### src/core/lmx_pkg.sv
// package: opcodes, field layouts, bus offsets and reset values of the literal/move executor
package lmx_pkg;
	// widths of the core state
	localparam int LMX_PC_W = 15;
	localparam int LMX_PTR_W = 16;
	localparam int LMX_IR_W = 14;
	// instruction encodings; those with a mask below are compared under it, the rest exactly
	localparam logic [13:0] LMX_OP_NOOP = 14'h0000;
	localparam logic [13:0] LMX_OP_RESET = 14'h0001;
	localparam logic [13:0] LMX_OP_RETFI = 14'h0009;
	localparam logic [13:0] LMX_OP_ISTORE = 14'h0018;
	localparam logic [13:0] LMX_MSK_ISTORE = 14'h3FF8;
	localparam logic [13:0] LMX_OP_LBANK = 14'h0020;
	localparam logic [13:0] LMX_MSK_LBANK = 14'h3FE0;
	localparam logic [13:0] LMX_OP_STWF = 14'h0080;
	localparam logic [13:0] LMX_MSK_STWF = 14'h3F80;
	localparam logic [13:0] LMX_OP_LWLIT = 14'h3000;
	localparam logic [13:0] LMX_MSK_LWLIT = 14'h3F00;
	localparam logic [13:0] LMX_OP_LPCL = 14'h3180;
	localparam logic [13:0] LMX_MSK_LPCL = 14'h3F80;
	localparam logic [13:0] LMX_OP_ISTREL = 14'h3F80;
	localparam logic [13:0] LMX_MSK_ISTREL = 14'h3F80;
	// operand field positions
	localparam int LMX_UPD_LSB = 0;
	localparam int LMX_N_BIT = 2;
	localparam int LMX_NK_BIT = 6;
	// pointer update modes
	localparam logic [1:0] LMX_UPD_PREINC = 2'h0;
	localparam logic [1:0] LMX_UPD_PREDEC = 2'h1;
	localparam logic [1:0] LMX_UPD_POSTINC = 2'h2;
	localparam logic [1:0] LMX_UPD_POSTDEC = 2'h3;
	// file addresses decoded by the core itself
	localparam logic [6:0] LMX_F_WIN0 = 7'h00;
	localparam logic [6:0] LMX_F_WIN1 = 7'h01;
	localparam logic [6:0] LMX_F_P0L = 7'h04;
	localparam logic [6:0] LMX_F_P0H = 7'h05;
	localparam logic [6:0] LMX_F_P1L = 7'h06;
	localparam logic [6:0] LMX_F_P1H = 7'h07;
	// wishbone byte offsets
	localparam logic [7:0] LMX_A_INSTR = 8'h00;
	localparam logic [7:0] LMX_A_STAT = 8'h04;
	localparam logic [7:0] LMX_A_WREG = 8'h08;
	localparam logic [7:0] LMX_A_BANK = 8'h0C;
	localparam logic [7:0] LMX_A_PCL = 8'h10;
	localparam logic [7:0] LMX_A_PC = 8'h14;
	localparam logic [7:0] LMX_A_PTR0 = 8'h18;
	localparam logic [7:0] LMX_A_PTR1 = 8'h1C;
	localparam logic [7:0] LMX_A_MADR = 8'h20;
	localparam logic [7:0] LMX_A_MDAT = 8'h24;
	// status register bits
	localparam int LMX_ST_BUSY = 0;
	localparam int LMX_ST_IRQEN = 1;
	localparam int LMX_ST_RSTINS = 2;
	// reset values
	localparam logic LMX_RSTINS_POR = 1'b1;
	localparam logic [7:0] LMX_W_RST = 8'h00;
	localparam logic [15:0] LMX_PTR_RST = 16'h0000;
	localparam logic [14:0] LMX_PC_RST = 15'h0000;
	// executor states
	typedef enum logic [1:0] {LMX_S_IDLE, LMX_S_EXEC, LMX_S_RET2, LMX_S_SRST} lmx_state_t;
endpackage

### src/core/lmx_mem_if.sv
// interface: data memory port between executor and memory
`timescale 1ns/1ps
interface lmx_mem_if #(parameter int AW = 8);
	logic we; // write strobe, one cycle
	logic [AW-1:0] waddr; // write address
	logic [7:0] wdata; // write data
	logic [AW-1:0] raddr; // read address
	logic [7:0] rdata; // registered read data
	modport master (output we, output waddr, output wdata, output raddr, input rdata);
	modport slave (input we, input waddr, input wdata, input raddr, output rdata);
endinterface

### src/core/lmx_dmem.sv
// module: byte-wide data memory with registered read
`timescale 1ns/1ps
module lmx_dmem #(
	parameter int AW = 8
) (
	// clock
	input wire logic i_clk,
	// memory port
	lmx_mem_if.slave mem
);
	logic [7:0] ram [0:(1<<AW)-1]; // storage, no reset: contents are software's business
	logic [7:0] rdata_q; // read register
	// write port
	always_ff @(posedge i_clk) begin
		if (mem.we) begin
			ram[mem.waddr] <= mem.wdata;
		end
	end
	// read port, one cycle latency
	always_ff @(posedge i_clk) begin
		rdata_q <= ram[mem.raddr];
	end
	assign mem.rdata = rdata_q;
endmodule

### src/core/lmx_ptr.sv
// module: indirect pointer address and update arithmetic
`timescale 1ns/1ps
module lmx_ptr import lmx_pkg::*; (
	// pointer and operands
	input wire logic [15:0] i_ptr,
	input wire logic [1:0] i_mode,
	input wire logic i_rel,
	input wire logic [5:0] i_off,
	// results
	output logic [15:0] o_ea,
	output logic [15:0] o_next
);
	logic [15:0] inc; // sixteen-bit sums wrap by width
	logic [15:0] dec;
	logic [15:0] rel;
	assign inc = i_ptr + 16'h0001;
	assign dec = i_ptr - 16'h0001;
	assign rel = i_ptr + {{10{i_off[5]}}, i_off};
	// select address and pointer result
	always_comb begin
		o_ea = i_ptr;
		o_next = i_ptr;
		if (i_rel) begin
			o_ea = rel; // pointer stays put
		end else begin
			case (i_mode)
				LMX_UPD_PREINC: begin
					o_ea = inc;
					o_next = inc;
				end
				LMX_UPD_PREDEC: begin
					o_ea = dec;
					o_next = dec;
				end
				LMX_UPD_POSTINC: begin
					o_next = inc;
				end
				default: begin
					o_next = dec;
				end
			endcase
		end
	end
endmodule

### src/core/lmx_top.sv
// module: executor for literal loads, moves, indirect stores, reset and interrupt return
// Operation
// - bank literal loads the bank select register
// - pc latch literal loads high latch, flags kept
// - working literal loads accumulator, one cycle
// - store accumulator to addressed file register
// - indirect store writes accumulator through pointer
// - mode field picks pre/post increment/decrement
// - relative form adds signed offset, pointer kept
// - window registers redirect to pointer address
// - pointers are sixteen bits and wrap
// - pointer stepping never touches status flags
// - software reset resets device, clears reset flag
// - interrupt return pops stack, sets global enable
`timescale 1ns/1ps
module lmx_top import lmx_pkg::*; #(
	parameter int MEM_AW = 8
) (
	// clock and reset
	input wire logic i_mclk,
	input wire logic i_rstn,
	// wishbone slave
	input wire logic i_wb_cyc,
	input wire logic i_wb_stb,
	input wire logic i_wb_we,
	input wire logic [7:0] i_wb_adr,
	input wire logic [3:0] i_wb_sel,
	input wire logic [31:0] i_wb_dat,
	output logic [31:0] o_wb_dat,
	output logic o_wb_ack,
	// hardware stack
	input wire logic [14:0] i_stack_top,
	output logic o_stack_pop,
	// core state seen by neighbours
	output logic [14:0] o_pc,
	output logic [6:0] o_pc_latch,
	output logic o_global_irq_enable,
	output logic o_sw_reset
);
	logic rst_s1_q; // reset release synchroniser
	logic rst_s2_q;
	logic rstn; // synchronised reset
	logic ack_q; // bus answer
	logic [31:0] rdat_q; // bus read data
	logic req; // new bus access this cycle
	logic wr; // new write access
	lmx_state_t state_q; // executor state
	lmx_state_t state_d;
	logic [13:0] ir_q; // instruction being executed
	logic [7:0] w_q; // working accumulator
	logic [4:0] bank_q; // bank_select_reg
	logic [6:0] pcl_q; // pc_high_latch
	logic [14:0] pc_q; // program counter
	logic [15:0] ptr_q [0:1]; // indirect_pointer 0 and 1
	logic global_irq_enable_q; // global_irq_enable of irq_control_reg
	logic reset_instr_flag_q; // reset_instr_flag of power_control_reg
	logic [MEM_AW-1:0] madr_q; // bus view address into data memory
	logic exec; // executing a one-cycle step
	logic srst; // internal software reset pulse
	logic is_wi; // indirect_store_op, moded form
	logic is_wk; // indirect_store_op, relative form
	logic is_stwf; // store_working_to_file_op
	logic sel_n; // which pointer the store uses
	logic [15:0] ea; // effective address from pointer unit
	logic [15:0] ptr_nx; // updated pointer from pointer unit
	logic [6:0] fadr; // file address field
	logic [15:0] mem_tgt; // data memory target of the store
	logic mem_we; // store reaches data memory
	lmx_mem_if #(.AW(MEM_AW)) mem ();

	// bus-visible decode helper, used for read mux and writes
	function automatic logic hit(input logic [7:0] a, input logic [7:0] off);
		return a == off;
	endfunction

	// opcode match under mask, used by every decoder term except the exact reset and interrupt return compares
	function automatic logic opm(input logic [13:0] ir, input logic [13:0] op,
		input logic [13:0] msk);
		return (ir & msk) == op;
	endfunction

	// reset: asynchronous assert, release through two flops
	always_ff @(posedge i_mclk or negedge i_rstn) begin
		if (!i_rstn) begin
			rst_s1_q <= 1'b0;
			rst_s2_q <= 1'b0;
		end else begin
			rst_s1_q <= 1'b1;
			rst_s2_q <= rst_s1_q;
		end
	end
	assign rstn = rst_s2_q;

	// wishbone access detect; ack is one cycle, then dropped
	assign req = i_wb_cyc & i_wb_stb & ~ack_q;
	assign wr = req & i_wb_we & i_wb_sel[0];
	always_ff @(posedge i_mclk or negedge rstn) begin
		if (!rstn) begin
			ack_q <= 1'b0;
		end else begin
			ack_q <= req;
		end
	end

	// read mux, registered; unmapped offsets read zero
	always_ff @(posedge i_mclk or negedge rstn) begin
		if (!rstn) begin
			rdat_q <= 32'h0000_0000;
		end else if (req && !i_wb_we) begin
			rdat_q <= 32'h0000_0000;
			if (hit(i_wb_adr, LMX_A_INSTR)) rdat_q[13:0] <= ir_q;
			if (hit(i_wb_adr, LMX_A_STAT)) begin
				rdat_q[LMX_ST_BUSY] <= state_q != LMX_S_IDLE;
				rdat_q[LMX_ST_IRQEN] <= global_irq_enable_q;
				rdat_q[LMX_ST_RSTINS] <= reset_instr_flag_q;
			end
			if (hit(i_wb_adr, LMX_A_WREG)) rdat_q[7:0] <= w_q;
			if (hit(i_wb_adr, LMX_A_BANK)) rdat_q[4:0] <= bank_q;
			if (hit(i_wb_adr, LMX_A_PCL)) rdat_q[6:0] <= pcl_q;
			if (hit(i_wb_adr, LMX_A_PC)) rdat_q[14:0] <= pc_q;
			if (hit(i_wb_adr, LMX_A_PTR0)) rdat_q[15:0] <= ptr_q[0];
			if (hit(i_wb_adr, LMX_A_PTR1)) rdat_q[15:0] <= ptr_q[1];
			if (hit(i_wb_adr, LMX_A_MADR)) rdat_q[MEM_AW-1:0] <= madr_q;
			if (hit(i_wb_adr, LMX_A_MDAT)) rdat_q[7:0] <= mem.rdata;
		end
	end
	assign o_wb_dat = rdat_q;
	assign o_wb_ack = ack_q;

	// instruction decode of the held word
	assign is_wi = opm(ir_q, LMX_OP_ISTORE, LMX_MSK_ISTORE);
	assign is_wk = opm(ir_q, LMX_OP_ISTREL, LMX_MSK_ISTREL);
	assign is_stwf = opm(ir_q, LMX_OP_STWF, LMX_MSK_STWF);
	assign fadr = ir_q[6:0];
	assign exec = state_q == LMX_S_EXEC;
	assign srst = state_q == LMX_S_SRST;
	// a store to a window register picks its pointer from the address
	assign sel_n = is_wk ? ir_q[LMX_NK_BIT] : is_wi ? ir_q[LMX_N_BIT] : fadr[0];

	// pointer arithmetic; a window store uses the relative form with zero offset
	lmx_ptr u_ptr (
		.i_ptr(ptr_q[sel_n]),
		.i_mode(ir_q[LMX_UPD_LSB +: 2]),
		.i_rel(~is_wi),
		.i_off(is_wk ? ir_q[5:0] : 6'h00),
		.o_ea(ea),
		.o_next(ptr_nx)
	);

	// executor sequencing: one step, or two for interrupt return and software reset
	always_comb begin
		state_d = state_q;
		case (state_q)
			LMX_S_IDLE: begin
				if (wr && hit(i_wb_adr, LMX_A_INSTR)) state_d = LMX_S_EXEC;
			end
			LMX_S_EXEC: begin
				if (ir_q == LMX_OP_RETFI) state_d = LMX_S_RET2;
				else if (ir_q == LMX_OP_RESET) state_d = LMX_S_SRST;
				else state_d = LMX_S_IDLE;
			end
			default: begin
				state_d = LMX_S_IDLE;
			end
		endcase
	end
	always_ff @(posedge i_mclk or negedge rstn) begin
		if (!rstn) begin
			state_q <= LMX_S_IDLE;
		end else begin
			state_q <= state_d;
		end
	end

	// instruction register; a write while busy is dropped
	always_ff @(posedge i_mclk or negedge rstn) begin
		if (!rstn) begin
			ir_q <= LMX_OP_NOOP;
		end else if (state_q == LMX_S_IDLE && wr && hit(i_wb_adr, LMX_A_INSTR)) begin
			ir_q <= i_wb_dat[13:0];
		end
	end

	// working accumulator
	always_ff @(posedge i_mclk or negedge rstn) begin
		if (!rstn) begin
			w_q <= LMX_W_RST;
		end else if (srst) begin
			w_q <= LMX_W_RST;
		end else if (exec && opm(ir_q, LMX_OP_LWLIT, LMX_MSK_LWLIT)) begin
			w_q <= ir_q[7:0];
		end
	end

	// bank select and pc high latch
	always_ff @(posedge i_mclk or negedge rstn) begin
		if (!rstn) begin
			bank_q <= 5'h00;
			pcl_q <= 7'h00;
		end else if (srst) begin
			bank_q <= 5'h00;
			pcl_q <= 7'h00;
		end else if (exec) begin
			if (opm(ir_q, LMX_OP_LBANK, LMX_MSK_LBANK)) bank_q <= ir_q[4:0];
			if (opm(ir_q, LMX_OP_LPCL, LMX_MSK_LPCL)) pcl_q <= ir_q[6:0];
		end
	end

	// program counter: every step except interrupt return and software reset advances it, interrupt return reloads it
	always_ff @(posedge i_mclk or negedge rstn) begin
		if (!rstn) begin
			pc_q <= LMX_PC_RST;
		end else if (srst) begin
			pc_q <= LMX_PC_RST;
		end else if (state_q == LMX_S_RET2) begin
			pc_q <= i_stack_top;
		end else if (exec && ir_q != LMX_OP_RETFI && ir_q != LMX_OP_RESET) begin
			pc_q <= pc_q + 15'h0001;
		end
	end

	// indirect pointers: stepped by moded stores or written as bytes by file stores;
	// no status logic exists here, so stepping cannot touch a flag
	always_ff @(posedge i_mclk or negedge rstn) begin
		if (!rstn) begin
			ptr_q[0] <= LMX_PTR_RST;
			ptr_q[1] <= LMX_PTR_RST;
		end else if (srst) begin
			ptr_q[0] <= LMX_PTR_RST;
			ptr_q[1] <= LMX_PTR_RST;
		end else if (exec && is_wi) begin
			ptr_q[sel_n] <= ptr_nx;
		end else if (exec && is_stwf) begin
			if (fadr == LMX_F_P0L) ptr_q[0][7:0] <= w_q;
			if (fadr == LMX_F_P0H) ptr_q[0][15:8] <= w_q;
			if (fadr == LMX_F_P1L) ptr_q[1][7:0] <= w_q;
			if (fadr == LMX_F_P1H) ptr_q[1][15:8] <= w_q;
		end
	end

	// global interrupt enable; cleared by reset only in this block
	always_ff @(posedge i_mclk or negedge rstn) begin
		if (!rstn) begin
			global_irq_enable_q <= 1'b0;
		end else if (srst) begin
			global_irq_enable_q <= 1'b0;
		end else if (state_q == LMX_S_RET2) begin
			global_irq_enable_q <= 1'b1;
		end
	end

	// reset-source flag: power-on sets it, software reset clears it,
	// software may set it again through the status register
	always_ff @(posedge i_mclk or negedge rstn) begin
		if (!rstn) begin
			reset_instr_flag_q <= LMX_RSTINS_POR;
		end else if (srst) begin
			reset_instr_flag_q <= 1'b0;
		end else if (wr && hit(i_wb_adr, LMX_A_STAT) && i_wb_dat[LMX_ST_RSTINS]) begin
			reset_instr_flag_q <= 1'b1;
		end
	end

	// memory view address written by software
	always_ff @(posedge i_mclk or negedge rstn) begin
		if (!rstn) begin
			madr_q <= '0;
		end else if (srst) begin
			madr_q <= '0; // a software reset leaves the same view as power-up
		end else if (wr && hit(i_wb_adr, LMX_A_MADR)) begin
			madr_q <= i_wb_dat[MEM_AW-1:0];
		end
	end

	// store target: window addresses go through a pointer, others are banked direct;
	// pointer byte addresses are core registers and never reach memory
	always_comb begin
		mem_tgt = {4'h0, bank_q, fadr};
		mem_we = 1'b0;
		if (exec && (is_wi || is_wk)) begin
			mem_tgt = ea;
			mem_we = 1'b1;
		end else if (exec && is_stwf) begin
			if (fadr == LMX_F_WIN0 || fadr == LMX_F_WIN1) begin
				mem_tgt = ea;
				mem_we = 1'b1;
			end else if (fadr[6:2] != LMX_F_P0L[6:2]) begin
				mem_we = 1'b1;
			end
		end
	end
	assign mem.we = mem_we;
	assign mem.waddr = mem_tgt[MEM_AW-1:0];
	assign mem.wdata = w_q;
	assign mem.raddr = madr_q;

	// data memory; only the low address bits select a byte
	lmx_dmem #(.AW(MEM_AW)) u_dmem (
		.i_clk(i_mclk),
		.mem(mem)
	);

	// outputs to the core neighbours
	assign o_stack_pop = exec && ir_q == LMX_OP_RETFI;
	assign o_sw_reset = srst;
	assign o_pc = pc_q;
	assign o_pc_latch = pcl_q;
	assign o_global_irq_enable = global_irq_enable_q;
endmodule

### config.mk
export PLATFORM = sky130hd
export DESIGN_NAME = lmx_top
export DESIGN_NICKNAME = d
export VERILOG_FILES = /design/src/core/lmx_pkg.sv /design/src/core/lmx_mem_if.sv /design/src/core/lmx_dmem.sv /design/src/core/lmx_ptr.sv /design/src/core/lmx_top.sv
export SDC_FILE = /design/constraint.sdc
export NUM_CORES = 2
export LEC_CHECK = 0
export BUFFER_PORTS_ARGS = -buffer_cell sky130_fd_sc_hd__buf_2
export CAP_MARGIN = 30
export CORE_MARGIN = 1.5
export CORE_UTILIZATION = 52
export DETAILED_ROUTE_END_ITERATION = 7
export GPL_TIMING_DRIVEN = 0
export PLACE_DENSITY = 0.68
export SYNTH_ARGS = -nofsm -noshare
export SYNTH_HDL_FRONTEND = slang
export SYNTH_SLANG_ARGS = --single-unit
### constraint.sdc
create_clock -name i_mclk -period 9.9 [get_ports i_mclk]
set_input_delay 0.495 -clock i_mclk [delete_from_list [all_inputs] [get_ports i_mclk]]
set_output_delay 0.495 -clock i_mclk [all_outputs]
set_load 0.02 [all_outputs]
==> out/results.txt <==
Status: completed
GP Congestion: 0.912
CTS Sinks: 2,168
Synth Register Bits: 2,168
Drt first pass iters: 6
Postcts setup bufs: 0
Total track usage: 28.2%
Max FO, Critical Path: 10
Post-detail-place hpwl: 166 mm
Cell Pwr Density: 177 nW/µm²
Synth cell types: 78
Fin cells: 7,230
Clk pin slew, worst setup/hold paths: 0.06 ns
WP data arrival: 8.52 ns
Die ar.: 170,000 µm²
Cells after DPL: 6,779
Number of synthesized flops with an enable pin: 2,048
Period minus WS final: 7.94 ns
Clk buf depth: 3
Max stage delay on crit path: 0.66 ns
Worst R2R Start: ir_q[9]$_DFFE_PN0P_
Finished Cell Area: 101,000 µm²
Clock Skew: 0.0436 ns
Register area: 64,500 µm²
Slowest-stage cell, CP: nor3_1
Gr ovfl total: 0
Register area share after synthesis: 73.9%
Fillers: 11.5k
Final Hold Vio Count: 0
Final Max Slew Viols: 0
TritonCTS clock tree: built
Routed WL: 237 mm
Share of cells above drive strength 1: 31.3%
Area Overhead vs Synth: 16.1%
Post-synthesis async set-or-reset flop share: 5.17%
Worst EP required: 10.47 ns
CP Depth: 22
CP Buf/Inv Count: 8
Critical Path Source Type: register
PnR worst setup slack: 1.96 ns
Final net count: 4,913
Reg2reg end: u_dmem.ram[248][3]$_DFFE_PP_
Final setup viols: 0
Root Buffer: clkbuf_16
Initial DRC count: 6,666
# rows: 150
Starting Density: 52.3%
Worst vdd ir: 0.193 mV
Initial antenna violation count: 14
Die height: 413 µm
Max cap viols: 0
TNS Setup: 0 ns
Post-cts resize count: 0
Hold_buf cts: 35
Synth top area share: 70.5%
Syn Area/Cell: 20.9 µm²
Setup crit end kind: register
Top cell type by total area after synthesis: edfxtp_1
YS warnings: 0
Worst-path cell chain: or4_1 -> clkbuf_1 -> nor4_4 -> o31a_1 -> buf_4 -> buf_6 -> mux2i_1 -> xnor2_1 -> ha_1 -> inv_1 -> nor3_1 -> o21ai_0 -> a31oi_1 -> xor2_1 -> mux2i_1 -> and2_1 -> clkbuf_1 -> nand3_1 -> buf_1 -> buf_8 -> nor3_1 -> buf_4
Largest net degree at the start of global routing: 94
Pre-CTS WS: 2.21 ns
RSZ-0062 raised after global routing: no
Final ANT Viol Nets: 0
First-pass GRT wire length: 337 mm
FMAX: 126 MHz
WHS: 0.0877 ns
Main synth FF type: edfxtp_1
Number of port buffers: 82
DR vias: 46.9k
Worst-Skew Late Latency: 0.88 ns
Routed len/inst: 32.8 µm
Drt drc: 0
CP Capture Point: u_dmem.ram[248][3]$_DFFE_PP_
Die Wd: 413 µm
R2R setup slack: 1.96 ns
Worst setup path startpoint: ir_q[9]$_DFFE_PN0P_
Class of the worst hold path: in -> reg
Vias in the first global route: 46.3k
Vias/cell: 6.48
# H-tree levels: 4
Slew HR: 14.0%
Synth Cell Area: 87,200 µm²
I/O pins: 122
Synth Instances: 4,164
Placement Cell Area: 93,800 µm²
CP top delay family: simple AND/OR/NAND/NOR gates
Synth area leaders: edfxtp_1, mux4_2, dfrtp_1
Footprint of the multi-input gates: 21,800 µm²
Leakage: 35.8 nW
Crit Path Category: reg -> reg
Cells on worst reg2reg path: 22
Final period util: 80.2%
CTS Buf Count: 211
Slew at the pin closest to its max-slew limit: 1.29 ns
Core Box Area: 167,000 µm²
==> worst min path at each step <==
stage	startpoint	to	cells after the start
after floorplan	i_rstn	rst_s1_q$_DFF_PN0_	0
after global placement	i_rstn	rst_s2_q$_DFF_PN0_	1
after detailed placement	i_rstn	rst_s1_q$_DFF_PN0_	1
after CTS	i_stack_top[8]	o_pc[8]$_DFFE_PN0P_	3
after global routing	i_stack_top[8]	o_pc[8]$_DFFE_PN0P_	3
final	i_stack_top[8]	o_pc[8]$_DFFE_PN0P_	3
==> worst min-delay path, cell delays in order <==
cell and delay, ns:
buf_2 0.11, nor2b_1 0.14, o22a_1 0.15
==> placed cells by master, fill, tap and decap left out, types with 58 or more instances in the layout <==
cell,n
mux2i_1,66
nor3_1,232
clkbuf_16,211
edfxtp_1,2048
mux4_2,684
nand2_1,106
buf_2,206
dfrtp_1,102
clkbuf_1,222
buf_4,139
nor2_1,109
buf_8,64
o21ai_0,58
buf_1,74
==> through the flow <==
step                      util [%]  power (mW)
after floorplan                  -        10.2
after global placement        54.2        10.2
after detailed placement      56.2        10.2
after CTS                     60.5        18.0
after global routing          60.7        18.3
final                         60.7        17.9
==> per-layer routing <==
layer	wire [µm]	track usage [%]	part of all wire [%]	up-vias
li1	-	-	-	18903
met1	89000	38.8	38	24573
met4	11300	12.0	4.8	8
met5	46	0	0.019	-
met2	111000	43.5	47	2895
met3	25700	6.71	11	503
==> cell type report <==
cell class	count	area share, %
Antenna cell	7	0.0173
Buffer	294	1.21
Sequential cell	2168	63.7
Tap cell	2204	2.72
Clock inverter	124	1.25
Clock buffer	266	5.48
Multi-Input combinational cell	1699	21.6
Timing Repair Buffer	450	4.01
Inverter	18	0.0667
==> Yosys cell counts, types with 14 or more instances <==
master	number
nand3_1	40
nor3_1	267
o21ai_0	58
clkbuf_1	181
xnor2_1	19
o22ai_1	15
a31oi_1	18
nor2_1	109
nand2_1	106
nand4_1	14
mux2_2	37
buf_1	74
edfxtp_1	2048
nor4_1	25
buf_4	19
mux4_2	684
dfrtp_1	111
buf_2	17
inv_1	16
a221oi_1	15
a21oi_1	46
mux2i_1	66
==> flip-flops by register name, indices dropped and copies added (netlist names), 2 cells and up <==
name,cells
state_q,2
ptr_q,32
u_dmem.mem.rdata,8
u_dmem.ram,2048
mem.wdata,8
o_pc,15
o_wb_dat,16
ir_q,14
madr_q,8
o_pc_latch,7
bank_q,5
==> power breakdown <==
part | internal, mW | switching (mW) | total, mW
combinational | 0.0608 | 0.0891 | 0.150
clock | 4.43 | 3.45 | 7.88
sequential | 9.89 | 0.0113 | 9.90
==> logic make-up (layout without fill, tap and decap cells) <==
kind of cell	Yosys count	in the layout	share of synthesized area [%]
flip-flops	2168	2168	73.9
multiplexers	788	788	18.9
AND/OR/NAND/NOR	632	632	3.57
buffers and inverters	312	1152	1.47
AO/OA/AOI/OAI	224	224	1.71
XOR/XNOR	27	27	0.271
adder cells (fa/ha/maj)	11	11	0.146
other	2	24	0.00861
Note: power is estimated with default switching activity, not from simulation.
